$ cat config.mk
export PLATFORM = sky130hd
export DESIGN_NAME = psw_regmap
export DESIGN_NICKNAME = d
export VERILOG_FILES = /design/src/rtl/psw_pkg.sv /design/src/rtl/psw_parity.sv /design/src/rtl/psw_nvm.sv /design/src/rtl/psw_regmap.sv
export VERILOG_INCLUDE_DIRS = /design/src /design/src/rtl
export SDC_FILE = /design/constraint.sdc
export NUM_CORES = 1
export LEC_CHECK = 0
export BUFFER_PORTS_ARGS = -buffer_cell sky130_fd_sc_hd__buf_2
export CAP_MARGIN = 15
export CORE_MARGIN = 5
export CORE_UTILIZATION = 59
export DETAILED_ROUTE_END_ITERATION = 12
export GPL_ROUTABILITY_DRIVEN = 0
export PLACE_DENSITY = 0.8
export SLEW_MARGIN = 30
export SYNTH_ARGS = -nofsm -noshare
export SYNTH_HDL_FRONTEND = slang
export SYNTH_SLANG_ARGS = --single-unit
$ cat constraint.sdc
create_clock -name clk_i -period 3.6 [get_ports clk_i]
set_clock_uncertainty 0.05 [all_clocks]
set_input_delay 0.72 -clock clk_i [delete_from_list [all_inputs] [get_ports clk_i]]
set_output_delay 0.72 -clock clk_i [all_outputs]
set_load 0.01 [all_outputs]
$ cat src/rtl/psw_params.svh
// constants of the programmable switch register map
`ifndef PSW_PARAMS_SVH
`define PSW_PARAMS_SVH

// telegram field widths
`define PSW_CMD_W 3
`define PSW_ADR_W 4
`define PSW_DAT_W 14

// command codes
`define PSW_CMD_READ 3'h2
`define PSW_CMD_WRITE 3'h3
`define PSW_CMD_PROG 3'h4
`define PSW_CMD_ERASE 3'h5

// register addresses
`define PSW_ADR_LOW 4'h1
`define PSW_ADR_HIGH 4'h2
`define PSW_ADR_VOQ 4'h3
`define PSW_ADR_GAIN 4'h4
`define PSW_ADR_MODE 4'h5
`define PSW_ADR_LOCK 4'h6
`define PSW_ADR_CONV 4'h7
`define PSW_ADR_GPU 4'h8
`define PSW_ADR_SPATH 4'h9
`define PSW_ADR_TC 4'hB
`define PSW_ADR_GP0 4'hC
`define PSW_ADR_DISABLE 4'hF
`define PSW_ADR_STORE 4'h0

// deactivate key, last upper word index
`define PSW_DISABLE_KEY 12'h80F
`define PSW_GP_LAST 2'h2

// store timing
`define PSW_CLK_KHZ 200000
`define PSW_PROG_TIME_MS 100

`endif

$ cat src/rtl/psw_pkg.sv
// types of the programmable switch register map
package psw_pkg;

    typedef struct packed {
        logic mag_range;
        logic offset_correction_sign;
        logic [2:0] output_behaviour_select;
        logic [1:0] filter;
        logic [1:0] range;
        logic offset_trim_enable;
    } psw_mode_s;

    typedef struct packed {
        logic [1:0] range_group;
        logic [4:0] linear_term;
        logic [2:0] second_order_temp_term;
    } psw_tc_s;

    typedef struct packed {
        logic [7:0] low_level;
        logic [8:0] high_level;
        logic [10:0] quiescent_output_offset;
        logic [13:0] magnetic_gain;
        psw_mode_s operating_configuration;
        psw_tc_s temperature_coefficient;
        logic [12:0] general_purpose_word_zero;
        logic [2:0][12:0] general_purpose_upper_words;
    } psw_cfg_s;

    typedef struct packed {
        logic [2:0] command;
        logic command_parity;
        logic [3:0] address;
        logic address_parity;
        logic [13:0] data_field;
        logic data_parity;
    } psw_tel_s;

    typedef struct packed {
        logic has_data;
        logic [13:0] data_field;
        logic data_parity;
    } psw_ans_s;

    typedef enum logic [1:0] {
        ST_BOOT,
        ST_RUN,
        ST_STORE
    } psw_state_e;

endpackage : psw_pkg

$ cat src/rtl/psw_parity.sv
// parity over a field, counted on zero bits
`timescale 1ns/10ps
module psw_parity #(
    parameter int unsigned W = 4,
    parameter bit ODD_ZEROS = 1'b1
) (
    // field and its parity
    input wire logic [W-1:0] bits_i,
    output logic par_o
);
    generate
        if (W < 1) begin : g_chk
            $error("psw_parity: width must be at least one");
        end
    endgenerate

    // xor of inverted bits is one when the count of zeros is odd
    always_comb begin
        par_o = ODD_ZEROS ? ^(~bits_i) : ~^(~bits_i);
    end
endmodule : psw_parity

$ cat src/rtl/psw_nvm.sv
// nonvolatile store with parallel erase and program
`timescale 1ns/10ps
`include "psw_params.svh"
module psw_nvm #(
    parameter int unsigned PROG_CYC = `PSW_PROG_TIME_MS * `PSW_CLK_KHZ
) (
    // clock and resets
    input wire logic clk_i,
    input wire logic reset_n_i,
    input wire logic nv_clear_n_i,
    // store commands
    input wire logic erase_i,
    input wire logic prog_i,
    input wire psw_pkg::psw_cfg_s wdata_i,
    input wire logic lock_wr_i,
    input wire logic [1:0] lock_i,
    // contents
    output psw_pkg::psw_cfg_s stored_o,
    output logic [1:0] lock_o,
    output logic busy_o
);
    localparam int unsigned CW = $clog2(PROG_CYC + 1);

    generate
        if (PROG_CYC < 1) begin : g_chk
            $error("psw_nvm: store time must be at least one cycle");
        end
    endgenerate

    logic [CW-1:0] cnt_r;
    logic [CW-1:0] cnt_nxt;
    logic erase_r;
    logic erase_nxt;
    psw_pkg::psw_cfg_s stored_r;
    psw_pkg::psw_cfg_s stored_nxt;
    psw_pkg::psw_cfg_s pend_r;
    psw_pkg::psw_cfg_s pend_nxt;
    logic [1:0] lock_r;
    logic [1:0] lock_nxt;

    ////////////////////////////////////////////////////////////////////////////
    // whole array is touched at once; lock cells are never erased or programmed
    always_comb begin
        cnt_nxt = cnt_r;
        erase_nxt = erase_r;
        pend_nxt = pend_r;
        stored_nxt = stored_r;
        lock_nxt = lock_r;
        if (lock_wr_i) begin
            lock_nxt = lock_i;
        end
        if (cnt_r != '0) begin
            cnt_nxt = cnt_r - CW'(1);
            if (cnt_r == CW'(1)) begin
                stored_nxt = erase_r ? '0 : (stored_r | pend_r);
            end
        end else if (erase_i || prog_i) begin
            cnt_nxt = CW'(PROG_CYC);
            erase_nxt = erase_i;
            pend_nxt = wdata_i;
        end
    end

    // control state follows the power-on reset
    always_ff @(posedge clk_i or negedge reset_n_i) begin
        if (!reset_n_i) begin
            cnt_r <= '0;
            erase_r <= 1'b0;
            pend_r <= '0;
        end else begin
            cnt_r <= cnt_nxt;
            erase_r <= erase_nxt;
            pend_r <= pend_nxt;
        end
    end

    // cell contents survive the power-on reset; of the two resets only the clear input blanks them
    always_ff @(posedge clk_i or negedge nv_clear_n_i) begin
        if (!nv_clear_n_i) begin
            stored_r <= '0;
            lock_r <= 2'h0;
        end else begin
            stored_r <= stored_nxt;
            lock_r <= lock_nxt;
        end
    end

    assign stored_o = stored_r;
    assign lock_o = lock_r;
    assign busy_o = (cnt_r != '0);
endmodule : psw_nvm

$ cat src/rtl/psw_regmap.sv
// register map of the programmable switch, reached by decoded telegrams
`timescale 1ns/10ps
`include "psw_params.svh"
module psw_regmap #(
    parameter int unsigned PROG_CYC = `PSW_PROG_TIME_MS * `PSW_CLK_KHZ
) (
    // clock and resets
    input wire logic clk_i,
    input wire logic reset_n_i,
    input wire logic nv_clear_n_i,
    // decoded telegram from the supply line
    input wire logic tel_valid_i,
    input wire psw_pkg::psw_tel_s tel_i,
    // answer to the output pin
    output logic ans_valid_o,
    output psw_pkg::psw_ans_s ans_o,
    // activate pulse from the output pin
    input wire logic act_pin_i,
    // readouts from the signal path
    input wire logic [13:0] conv_sample_i,
    input wire logic [13:0] sig_path_i,
    // settings and status
    output psw_pkg::psw_cfg_s cfg_o,
    output logic lock_active_o,
    output logic active_o,
    output logic store_busy_o
);
    generate
        if (PROG_CYC < 1) begin : g_chk
            $error("psw_regmap: store time must be at least one cycle");
        end
    endgenerate

    ////////////////////////////////////////////////////////////////////////////
    // nonvolatile store and parity checkers

    psw_pkg::psw_cfg_s nv_stored;
    logic [1:0] nv_lock;
    logic nv_busy;
    logic nv_erase;
    logic nv_prog;
    logic nv_lock_wr;
    logic cmd_par;
    logic adr_par;
    logic dat_par;
    logic rd_par;
    logic [13:0] rd_dat;

    // the cells are written from the working registers as a whole
    psw_nvm #(.PROG_CYC(PROG_CYC)) u_nvm (
        .clk_i(clk_i),
        .reset_n_i(reset_n_i),
        .nv_clear_n_i(nv_clear_n_i),
        .erase_i(nv_erase),
        .prog_i(nv_prog),
        .wdata_i(cfg_o),
        .lock_wr_i(nv_lock_wr),
        .lock_i(tel_i.data_field[1:0]),
        .stored_o(nv_stored),
        .lock_o(nv_lock),
        .busy_o(nv_busy)
    );

    psw_parity #(.W(3), .ODD_ZEROS(1'b1)) u_cpar (
        .bits_i(tel_i.command),
        .par_o(cmd_par)
    );
    psw_parity #(.W(4), .ODD_ZEROS(1'b1)) u_apar (
        .bits_i(tel_i.address),
        .par_o(adr_par)
    );
    psw_parity #(.W(14), .ODD_ZEROS(1'b0)) u_dpar (
        .bits_i(tel_i.data_field),
        .par_o(dat_par)
    );
    psw_parity #(.W(14), .ODD_ZEROS(1'b0)) u_rpar (
        .bits_i(rd_dat),
        .par_o(rd_par)
    );

    ////////////////////////////////////////////////////////////////////////////
    // activate pin: three stages, a change counts when the last two agree

    // pin idles low, so a zero reset level gives no false edge
    logic [2:0] act_sync_r;
    logic [2:0] act_sync_nxt;
    logic act_lvl_r;
    logic act_lvl_nxt;
    logic act_rise;

    always_comb begin
        act_sync_nxt = {act_sync_r[1:0], act_pin_i};
        act_lvl_nxt = act_lvl_r;
        act_rise = 1'b0;
        if (act_sync_r[1] == act_sync_r[2] && act_sync_r[2] != act_lvl_r) begin
            act_lvl_nxt = act_sync_r[2];
            act_rise = act_sync_r[2];
        end
    end

    always_ff @(posedge clk_i or negedge reset_n_i) begin
        if (!reset_n_i) begin
            act_sync_r <= 3'h0;
            act_lvl_r <= 1'b0;
        end else begin
            act_sync_r <= act_sync_nxt;
            act_lvl_r <= act_lvl_nxt;
        end
    end

    ////////////////////////////////////////////////////////////////////////////
    // telegram decode and working registers

    psw_pkg::psw_state_e state_r;
    psw_pkg::psw_state_e state_nxt;
    psw_pkg::psw_cfg_s cfg_nxt;
    psw_pkg::psw_ans_s ans_nxt;
    logic ans_valid_nxt;
    logic lock_active_nxt;
    logic active_nxt;
    // gp_idx_r walks the three upper words
    logic [1:0] gp_idx_r;
    logic [1:0] gp_idx_nxt;
    logic [13:0] wd;
    logic take;
    logic ack;
    logic is_rd;
    logic [13:0] sp_rev;

    // reversal kept apart so the read mux stays a plain table
    always_comb begin
        for (int i = 0; i < 14; i++) begin
            sp_rev[i] = sig_path_i[13-i];
        end
    end

    always_comb begin
        state_nxt = state_r;
        cfg_nxt = cfg_o;
        lock_active_nxt = lock_active_o;
        active_nxt = active_o;
        gp_idx_nxt = gp_idx_r;
        ans_nxt = ans_o;
        ans_valid_nxt = 1'b0;
        nv_erase = 1'b0;
        nv_prog = 1'b0;
        nv_lock_wr = 1'b0;
        ack = 1'b0;
        is_rd = 1'b0;
        rd_dat = 14'h0000;
        wd = tel_i.data_field;
        // a corrupted command or address field drops the whole telegram silently
        // boot and store cycles take no telegram either
        take = tel_valid_i && active_o && state_r == psw_pkg::ST_RUN
            && cmd_par == tel_i.command_parity
            && adr_par == tel_i.address_parity;
        case (state_r)
            psw_pkg::ST_BOOT: begin
                // cells are copied to the working registers once per power-up
                cfg_nxt = nv_stored;
                lock_active_nxt = |nv_lock;
                state_nxt = psw_pkg::ST_RUN;
            end
            psw_pkg::ST_STORE: begin
                // telegrams are dropped until the whole array is written
                if (!nv_busy) begin
                    state_nxt = psw_pkg::ST_RUN;
                end
            end
            default: begin
                if (take) begin
                    case (tel_i.command)
                        `PSW_CMD_READ: begin
                            ack = 1'b1;
                            is_rd = 1'b1;
                            // read values sit at the top of the field
                            case (tel_i.address)
                                `PSW_ADR_LOW: rd_dat = {cfg_o.low_level, 6'h00};
                                `PSW_ADR_HIGH: rd_dat = {cfg_o.high_level, 5'h00};
                                `PSW_ADR_VOQ: rd_dat = {cfg_o.quiescent_output_offset, 3'h0};
                                `PSW_ADR_GAIN: rd_dat = cfg_o.magnetic_gain;
                                `PSW_ADR_MODE: rd_dat = {cfg_o.operating_configuration, 4'h0};
                                // lock reads the cell, so a new lock shows before power-up
                                `PSW_ADR_LOCK: rd_dat = {nv_lock, 12'h000};
                                `PSW_ADR_CONV: rd_dat = conv_sample_i;
                                `PSW_ADR_GPU: rd_dat =
                                    {cfg_o.general_purpose_upper_words[gp_idx_r], 1'b0};
                                `PSW_ADR_SPATH: rd_dat = sp_rev;
                                `PSW_ADR_TC: rd_dat = {cfg_o.temperature_coefficient, 4'h0};
                                `PSW_ADR_GP0: rd_dat = {cfg_o.general_purpose_word_zero, 1'b0};
                                default: ack = 1'b0;
                            endcase
                        end
                        `PSW_CMD_WRITE: begin
                            // locked parts refuse every write
                            ack = (dat_par == tel_i.data_parity) && !lock_active_o;
                            if (ack) begin
                                // data sits in the low bits; upper bits are ignored
                                case (tel_i.address)
                                    `PSW_ADR_LOW: cfg_nxt.low_level = wd[7:0];
                                    `PSW_ADR_HIGH: cfg_nxt.high_level = wd[8:0];
                                    `PSW_ADR_VOQ: cfg_nxt.quiescent_output_offset = wd[10:0];
                                    `PSW_ADR_GAIN: cfg_nxt.magnetic_gain = wd;
                                    `PSW_ADR_MODE: cfg_nxt.operating_configuration = wd[9:0];
                                    `PSW_ADR_LOCK: nv_lock_wr = 1'b1;
                                    `PSW_ADR_GPU: cfg_nxt.general_purpose_upper_words[gp_idx_r]
                                        = wd[12:0];
                                    `PSW_ADR_TC: cfg_nxt.temperature_coefficient = wd[9:0];
                                    `PSW_ADR_GP0: cfg_nxt.general_purpose_word_zero = wd[12:0];
                                    `PSW_ADR_DISABLE: begin
                                        if (wd[11:0] == `PSW_DISABLE_KEY) begin
                                            active_nxt = 1'b0;
                                        end
                                    end
                                    default: ack = 1'b0;
                                endcase
                            end
                        end
                        `PSW_CMD_ERASE, `PSW_CMD_PROG: begin
                            // address zero names the whole array
                            ack = tel_i.address == `PSW_ADR_STORE && !lock_active_o;
                            if (ack) begin
                                nv_erase = tel_i.command == `PSW_CMD_ERASE;
                                nv_prog = tel_i.command == `PSW_CMD_PROG;
                                state_nxt = psw_pkg::ST_STORE;
                            end
                        end
                        default: ack = 1'b0;
                    endcase
                    // word zero restarts the upper word walk
                    // past the last word the index holds, repeating it
                    if (ack && tel_i.address == `PSW_ADR_GP0) begin
                        gp_idx_nxt = 2'h0;
                    end else if (ack && tel_i.address == `PSW_ADR_GPU
                            && gp_idx_r != `PSW_GP_LAST) begin
                        gp_idx_nxt = gp_idx_r + 2'h1;
                    end
                end
            end
        endcase
        // set wins: a pin wake in the cycle of a deactivate keeps it on
        if (act_rise) begin
            active_nxt = 1'b1;
        end

        // the answer is one pulse; its word stands until the next one
        if (ack) begin
            ans_valid_nxt = 1'b1;
            ans_nxt.has_data = is_rd;
            ans_nxt.data_field = rd_dat;
            ans_nxt.data_parity = is_rd ? rd_par : 1'b0;
        end
    end

    // a power cycle restores the active state and reloads the cells
    always_ff @(posedge clk_i or negedge reset_n_i) begin
        if (!reset_n_i) begin
            state_r <= psw_pkg::ST_BOOT;
            cfg_o <= '0;
            lock_active_o <= 1'b0;
            active_o <= 1'b1;
            gp_idx_r <= 2'h0;
            ans_o <= '0;
            ans_valid_o <= 1'b0;
            store_busy_o <= 1'b0;
        end else begin
            state_r <= state_nxt;
            cfg_o <= cfg_nxt;
            lock_active_o <= lock_active_nxt;
            active_o <= active_nxt;
            gp_idx_r <= gp_idx_nxt;
            ans_o <= ans_nxt;
            ans_valid_o <= ans_valid_nxt;
            store_busy_o <= state_nxt == psw_pkg::ST_STORE;
        end
    end
endmodule : psw_regmap

# --- Yosys cells after proc, flatten, opt, wreduce, memory -nomap -nowiden ---
# Cells that the tools add are included.
totals:
  register_bits: 398
  input_bits: 57
  out_inout_bits: 134
  wordCells: 225
op_classes:
  addsub: 2
  n_lt_le_gt_ge: 2
  eq_ne: 28
  mux: 65
  bitwise_logic: 8
  reduce_logical: 55
op_table:
  columns: ["op", "n"]
  rows:
  - ["114-bit two-way mux", 4]
  - ["114-bit case mux with 2 select lines", 1]
  - ["14-bit case mux with 11 select lines", 1]
  - ["114-bit OR", 1]
  - ["14-bit two-way mux", 4]
  - ["25-bit two-way mux", 2]
  - ["5-bit AND reduction", 8]
  - ["39-bit bitwise mux", 1]
  - ["13-bit two-way mux", 3]
  - ["39-bit two-way mux", 1]
  - ["2-bit nonzero test", 18]
  - ["1-bit two-way mux", 33]
  - ["14-bit NOT", 2]
  - ["14-bit XNOR reduction", 2]
  - ["13-bit binary-select mux with 2-bit select", 1]
  - ["13-bit demux with 2-bit select", 1]
  - ["25-bit by 1-bit equality test with 1-bit output, second input constant", 1]
  - ["25-bit nonzero test", 1]
  - ["25-bit by 1-bit subtractor with 25-bit output, second input constant", 1]
  - ["4-bit equality test, second input constant", 5]
  - ["10-bit two-way mux", 2]
  - ["4-bit by 3-bit equality test with 1-bit output, second input constant", 4]
  - ["12-bit equality test, second input constant", 1]
  - ["2-bit two-way mux", 6]
  - ["other kinds (34)", 56]

# --- Longest topological paths before layout ---
logic_depth:
  ltp_word: 12
  ltp_mapped: 14
  mapped_depth_nobuf: 10

# --- By module ---
# From an unflattened synthesis, not the netlist that was laid out.
unflattened:
  cells_unflattened: 1660
  hier_area_um2: 17803.3
modules_own_cells:
  columns: ["module", "n_inst", "cells_per_inst", "area_per_inst_um2", "seq_area_each_um2"]
  rows:
  - ["psw_nvm", 1, 747, 9609.2, 6406.1]
  - ["psw_regmap", 1, 887, 7882.6, 3554.7]
  - ["psw_parity (u_dpar ...)", 2, 11, 131.4, 0.0]
  - ["psw_parity (u_apar)", 1, 3, 26.3, 0.0]
  - ["psw_parity (u_cpar)", 1, 1, 22.5, 0.0]

# --- Least setup slack after synthesis ---
# No wires, ideal clock.
synth_timing:
  path_kind: "input-to-reg"
  startpoint: "in tel_i[6] (netlist name)"
  endpoint: "reg cfg_o[29] (netlist name)"
  setup_time_ns: 0.134
  t_arrival_ns: 3.184
  required_ns: 3.416
  slack_ns: 0.232
  stages: 13
  n_path_buf: 3
  cell_sequence: "clkbuf_1 > inv_1 > ha_1 > xnor2_1 > xnor3_1 > xnor2_1 > nor3_2 > and3_1 > buf_2 > nand2_2 > buf_4 > mux2i_1 > o21ai_0"
synth_between:
  elab_chain_cells: 6
synth_rtl:
  columns: ["item", "line_no", "rtl"]
  rows:
  - ["start, declared", "psw_regmap.sv:13", "input wire psw_pkg::psw_tel_s tel_i,"]
  - ["14-bit NOT", "psw_parity.sv:19", "par_o = ODD_ZEROS ? ^(~bits_i) : ~^(~bits_i);"]
  - ["14-bit XNOR reduction", "psw_parity.sv:19", null]
  - ["1-bit equality test", "psw_regmap.sv:196", "ack = (dat_par == tel_i.data_parity) && !lock_active_o;"]
  - ["1-bit logical AND", "psw_regmap.sv:196", null]
  - ["2-bit nonzero test (no line)", null, null]
  - ["5-bit AND reduction (no line)", null, null]
  - ["end signal, assigned", "psw_regmap.sv:268", "cfg_o <= cfg_nxt;"]
  - ["end, declared", "psw_regmap.sv:23", "output psw_pkg::psw_cfg_s cfg_o,"]
# Every way passes these cells.
# A chain may end at the register's enable or synchronous reset.

# --- Final worst setup path ---
layout_timing:
  startpoint: "reg u_nvm.cnt_r[8]"
  endpoint: "reg u_nvm.pend_r[48] (netlist name)"
layout_between:
  elab_chain_cells: 3
layout_rtl:
  columns: ["item", "line_no", "rtl"]
  rows:
  - ["start, declared", "psw_nvm.sv:30", "logic [CW-1:0] cnt_r;"]
  - ["start signal, assigned", "psw_nvm.sv:71", "cnt_r <= cnt_nxt;"]
  - ["25-bit nonzero test", "psw_nvm.sv:52", "if (cnt_r != '0) begin"]
  - ["1-bit NOT (no line)", null, null]
  - ["2-bit AND reduction (no line)", null, null]
  - ["end signal, assigned", "psw_nvm.sv:73", "pend_r <= pend_nxt;"]
  - ["end, declared", "psw_nvm.sv:36", "psw_pkg::psw_cfg_s pend_r;"]
# Every way passes these cells.

==> impl_table.tex <==
\begin{tabular}{lr}
\hline
Metric & Value \\
\hline
\multicolumn{2}{l}{\textbf{Outcome}} \\
Run status & completed \\
\multicolumn{2}{l}{\textbf{Floorplan}} \\
Row count & 63 \\
Vertical die dimension & 182 µm \\
Floorplan Core Area & 0.0295 mm² \\
\# IOs & roughly 190 \\
Horizontal die dimension & between 150 and 200 µm \\
Starting Density & about 59\% \\
Die area & around 0.033 mm² \\
\multicolumn{2}{l}{\textbf{Clocking}} \\
Total CTS buffers & 41 \\
Reg clk slew, reported paths & roughly 60 ps \\
CTS tree & yes \\
Clock sink count & $\sim$400 \\
Maximum level of the CTS H-tree & 2 \\
Clock latency on the worst-skew pair & $\sim$540 ps \\
Hold buffer count at cts & 0 \\
Number of buffers on the longest clock path & 3 \\
Clock root buffer & sky130\_fd\_sc\_hd\_\_clkbuf\_16 \\
Post-CTS Setup Inserts & 0 \\
Post-cts resize count & 0 \\
\multicolumn{2}{l}{\textbf{Route}} \\
Total vias in the final route & 14000 \\
Detailed Routing Iterations Pass 1 & 6 \\
Final wirelength & approximately 55000 µm \\
Iter 0 DRT Violations & 1973 \\
Number of nets with antenna violations after detailed routing & 0 \\
Remaining DRCs & 0 \\
Per-cell via count in the routed design & between 6 and 7 \\
Average detailed-routed wire length per instance & approximately 25 µm \\
\multicolumn{2}{l}{\textbf{Power and ir drop}} \\
Leakage power figure & 10.0 nW \\
Pwr per Cell Area & about 450 mW/mm² \\
Maximum vdd ir drop & $\sim$0.34 mV \\
\multicolumn{2}{l}{\textbf{Critical path}} \\
Critical path fanouts, max & between 60 and 70 \\
Capturing element type of the critical path & register \\
Launch point of the critical path & u\_nvm.cnt\_r[8]\$\_DFFE\_PN0P\_ \\
Worst EP arrival & around 3400 ps \\
Reg2Reg Launch Point & u\_nvm.cnt\_r[8]\$\_DFFE\_PN0P\_ \\
Data required time at the worst endpoint & 3970 ps \\
Worst reg2reg path depth & 7 \\
Buffering stage count on the worst path with inverters included & 1 \\
Classification of the worst setup path & reg2reg \\
CP startpoint kind & register \\
Termination of the worst setup path & u\_nvm.pend\_r[48]\$\_DFFE\_PN0P\_ \\
Crit path max-delay cell type & sky130\_fd\_sc\_hd\_\_or4\_1 \\
Number of cells on the critical path & 7 \\
FF-to-FF End & u\_nvm.pend\_r[48]\$\_DFFE\_PN0P\_ \\
Cell family with the largest share of critical-path delay & simple AND/OR/NAND/NOR gates \\
Critical Path Max Stage Delay & roughly 670 ps \\
Internal reg-to-reg setup slack & roughly 550 ps \\
CP cell instances & or4\_1 -> nor3\_2 -> nand2\_1 -> or3\_4 -> nor2\_4 -> buf\_12 -> mux2\_1 \\
\multicolumn{2}{l}{\textbf{STA}} \\
Final setup violating endpoints & 0 \\
Setup tns final & 0 ps \\
Number of hold violations in the final report & 0 \\
Headroom to the max-slew limit & about half \\
Post-layout min period & slightly above 3000 ps \\
Max-slew violation total from the final report & 0 \\
Final period utilization & 84.8\% \\
Setup repair after global routing missed its margin & no \\
Measured slew at the worst slew-check pin & 722 ps \\
Maximum clock frequency & around 330 MHz \\
\multicolumn{2}{l}{\textbf{Synthesis}} \\
Most instantiated cells after synthesis & 397 x sky130\_fd\_sc\_hd\_\_dfrtp\_1, 163 x sky130\_fd\_sc\_hd\_\_nand2\_1, 159 x sky130\_fd\_sc\_hd\_\_nor2\_1, 148 x sky130\_fd\_sc\_hd\_\_a21oi\_1, 94 x sky130\_fd\_sc\_hd\_\_mux2\_1 \\
Avg Synthesized Cell Area & approximately 11 µm² \\
Area leader, netlist & sky130\_fd\_sc\_hd\_\_dfrtp\_1 \\
Fraction of post-synthesis cell area in the top cell type by area & between 50\% and 60\% \\
Mapped cell area & roughly 0.018 mm² \\
Distinct cell type count of the synthesized netlist & 65 \\
Area contributors post-synth & sky130\_fd\_sc\_hd\_\_dfrtp\_1 57\%, sky130\_fd\_sc\_hd\_\_mux2\_1 6.0\%, sky130\_fd\_sc\_hd\_\_mux2i\_1 4.9\% \\
Dominant synthesized flop cell & sky130\_fd\_sc\_hd\_\_dfrtp\_1 \\
Synth Warn \# & 0 \\
Number of nets produced by synthesis & between 1500 and 2000 \\
Sequential element share of the synthesized area & between 50\% and 60\% \\
FFs w/ async S/R, synth & between 90\% and 100\% \\
Library cell with the highest instance count after synthesis & sky130\_fd\_sc\_hd\_\_dfrtp\_1 \\
Number of synthesized register bits & between 300 and 400 \\
Post-synthesis cell count & approximately 1600 \\
Number of synthesized flops with an enable pin & 0 \\
\multicolumn{2}{l}{\textbf{Global routing}} \\
First-pass GRT wire length & 84200 µm \\
Global-route congestion overflow total & 0 \\
Aggregate global-route resource usage & between 30\% and 40\% \\
Number of antenna violations at the first check in global routing & 4 \\
Number of global-route vias before repair & approximately 14000 \\
Largest net degree at the start of global routing & roughly 120 \\
\multicolumn{2}{l}{\textbf{Finish}} \\
Design Area, Final & a little over 0.02 mm² \\
Area growth from synthesis to layout & 15.5\% \\
Fill count & $\sim$2100 \\
Number of nets in the final layout & about 1800 \\
Area taken by multi-input logic gates & 0.00686 mm² \\
Combined flip-flop and latch cell area & about 0.01 mm² \\
Count of placed standard cells in the final layout, fillers left out & 2171 \\
Proportion of layout cells with a drive suffix above 1 & a little under 20\% \\
\multicolumn{2}{l}{\textbf{Worst hold path}} \\
Min-Delay Path Class & in2async \\
\multicolumn{2}{l}{\textbf{Placement}} \\
\# placed instances & 2096 \\
Placed inst area & 0.0189 mm² \\
Port buffer count & 190 \\
Half-perimeter wire length after detailed placement & roughly 37000 µm \\
\multicolumn{2}{l}{\textbf{Flow run}} \\
Maximum capacitance violations & 0 \\
\hline
\end{tabular}
## report_power, final
part           switching, W  internal (W)  total, W  leakage (nW)
registers        0.00000143       0.00448   0.00448          5.04
clock network       0.00172       0.00250   0.00422         0.655
logic              0.000324      0.000173  0.000496          4.32
## state kept, by name, indices dropped and copies added (netlist names)
| name | count |
|---|---|
| u_nvm.erase_r | 1 |
| act_lvl_r | 1 |
| ans_o | 16 |
| ans_valid_o | 1 |
| u_nvm.stored_o | 114 |
| active_o | 1 |
| lock_active_o | 1 |
| act_sync_r | 3 |
| gp_idx_r | 2 |
| u_nvm.lock_o | 2 |
| state_r | 2 |
| u_nvm.cnt_r | 25 |
| u_nvm.pend_r | 114 |
| store_busy_o | 1 |
| cfg_o | 114 |
## cell type report
class / count / share of cell area [%]
sequential: 398 / 49.3
multi-input combinational: 1040 / 33.9
timing repair buffer: 246 / 7.40
clock buffer: 64 / 6.11
tap: 390 / 2.41
clock inverter: 8 / 0.464
inverter: 22 / 0.408
antenna: 3 / 0.0371
## kinds of logic after synthesis
logic type / Yosys count / share of synthesized area, %
buffers and inverters: 130 / 4.01
DFF: 398 / 56.9
muxes: 205 / 12.6
xor gates and xnor gates: 34 / 1.94
AOI/OAI and AO/OA: 371 / 12.8
and+or+nand+nor: 405 / 9.97
adders and majority gates: 25 / 1.77
## per-stage QoR
stage / setup slack, ps / hold slack, ps / utilization (%) / power [W]
after floorplan: 232 / 281 / - / 0.00477
after global placement: 211 / 283 / 64.1 / 0.00503
after detailed placement: 95.4 / 287 / 64.1 / 0.00504
after CTS: 563 / 145 / 68.6 / 0.00920
after global routing: 397 / 154 / 68.6 / 0.00945
final: 546 / 112 / 68.6 / 0.00919
## worst min-delay path by stage
| stage | start | end | cells after the start |
|---|---|---|---|
| after floorplan | act_sync_r[0]$_DFF_PN0_ | act_sync_r[1]$_DFF_PN0_ | 0 |
| after global placement | act_sync_r[0]$_DFF_PN0_ | act_sync_r[1]$_DFF_PN0_ | 0 |
| after detailed placement | act_sync_r[0]$_DFF_PN0_ | act_sync_r[1]$_DFF_PN0_ | 0 |
| after CTS | reset_n_i | cfg_o[0]$_DFFE_PN0P_ | 1 |
| after global routing | reset_n_i | u_nvm.pend_r[28]$_DFFE_PN0P_ | 1 |
| final | reset_n_i | u_nvm.pend_r[28]$_DFFE_PN0P_ | 1 |
## cells in the final DEF (no fill, tap or decap), types with 15 or more instances in the layout
cell type / netlist / layout
sky130_fd_sc_hd__o21ai_0: 92 / 92
sky130_fd_sc_hd__nand2_1: 163 / 163
sky130_fd_sc_hd__mux2_2: 25 / 25
sky130_fd_sc_hd__dfrtp_1: 397 / 397
sky130_fd_sc_hd__ha_1: 24 / 24
sky130_fd_sc_hd__buf_4: 8 / 48
sky130_fd_sc_hd__mux2i_1: 86 / 86
sky130_fd_sc_hd__buf_2: 41 / 188
sky130_fd_sc_hd__a22o_1: 22 / 22
sky130_fd_sc_hd__mux2_1: 94 / 94
sky130_fd_sc_hd__o21ai_1: 19 / 19
sky130_fd_sc_hd__inv_1: 21 / 21
sky130_fd_sc_hd__nor2_1: 159 / 158
sky130_fd_sc_hd__nor3_1: 15 / 15
sky130_fd_sc_hd__a21oi_1: 148 / 148
sky130_fd_sc_hd__clkbuf_16: 0 / 43
sky130_fd_sc_hd__xnor2_1: 19 / 19
sky130_fd_sc_hd__a22oi_1: 26 / 26
## layer usage
layer	track usage, %	part of all wire (%)
met2	48.2	44
met5	0	0.029
met3	10.1	12
met4	17.2	6.4
met1	44.4	38
Note: power is estimated with default switching activity, not from simulation.
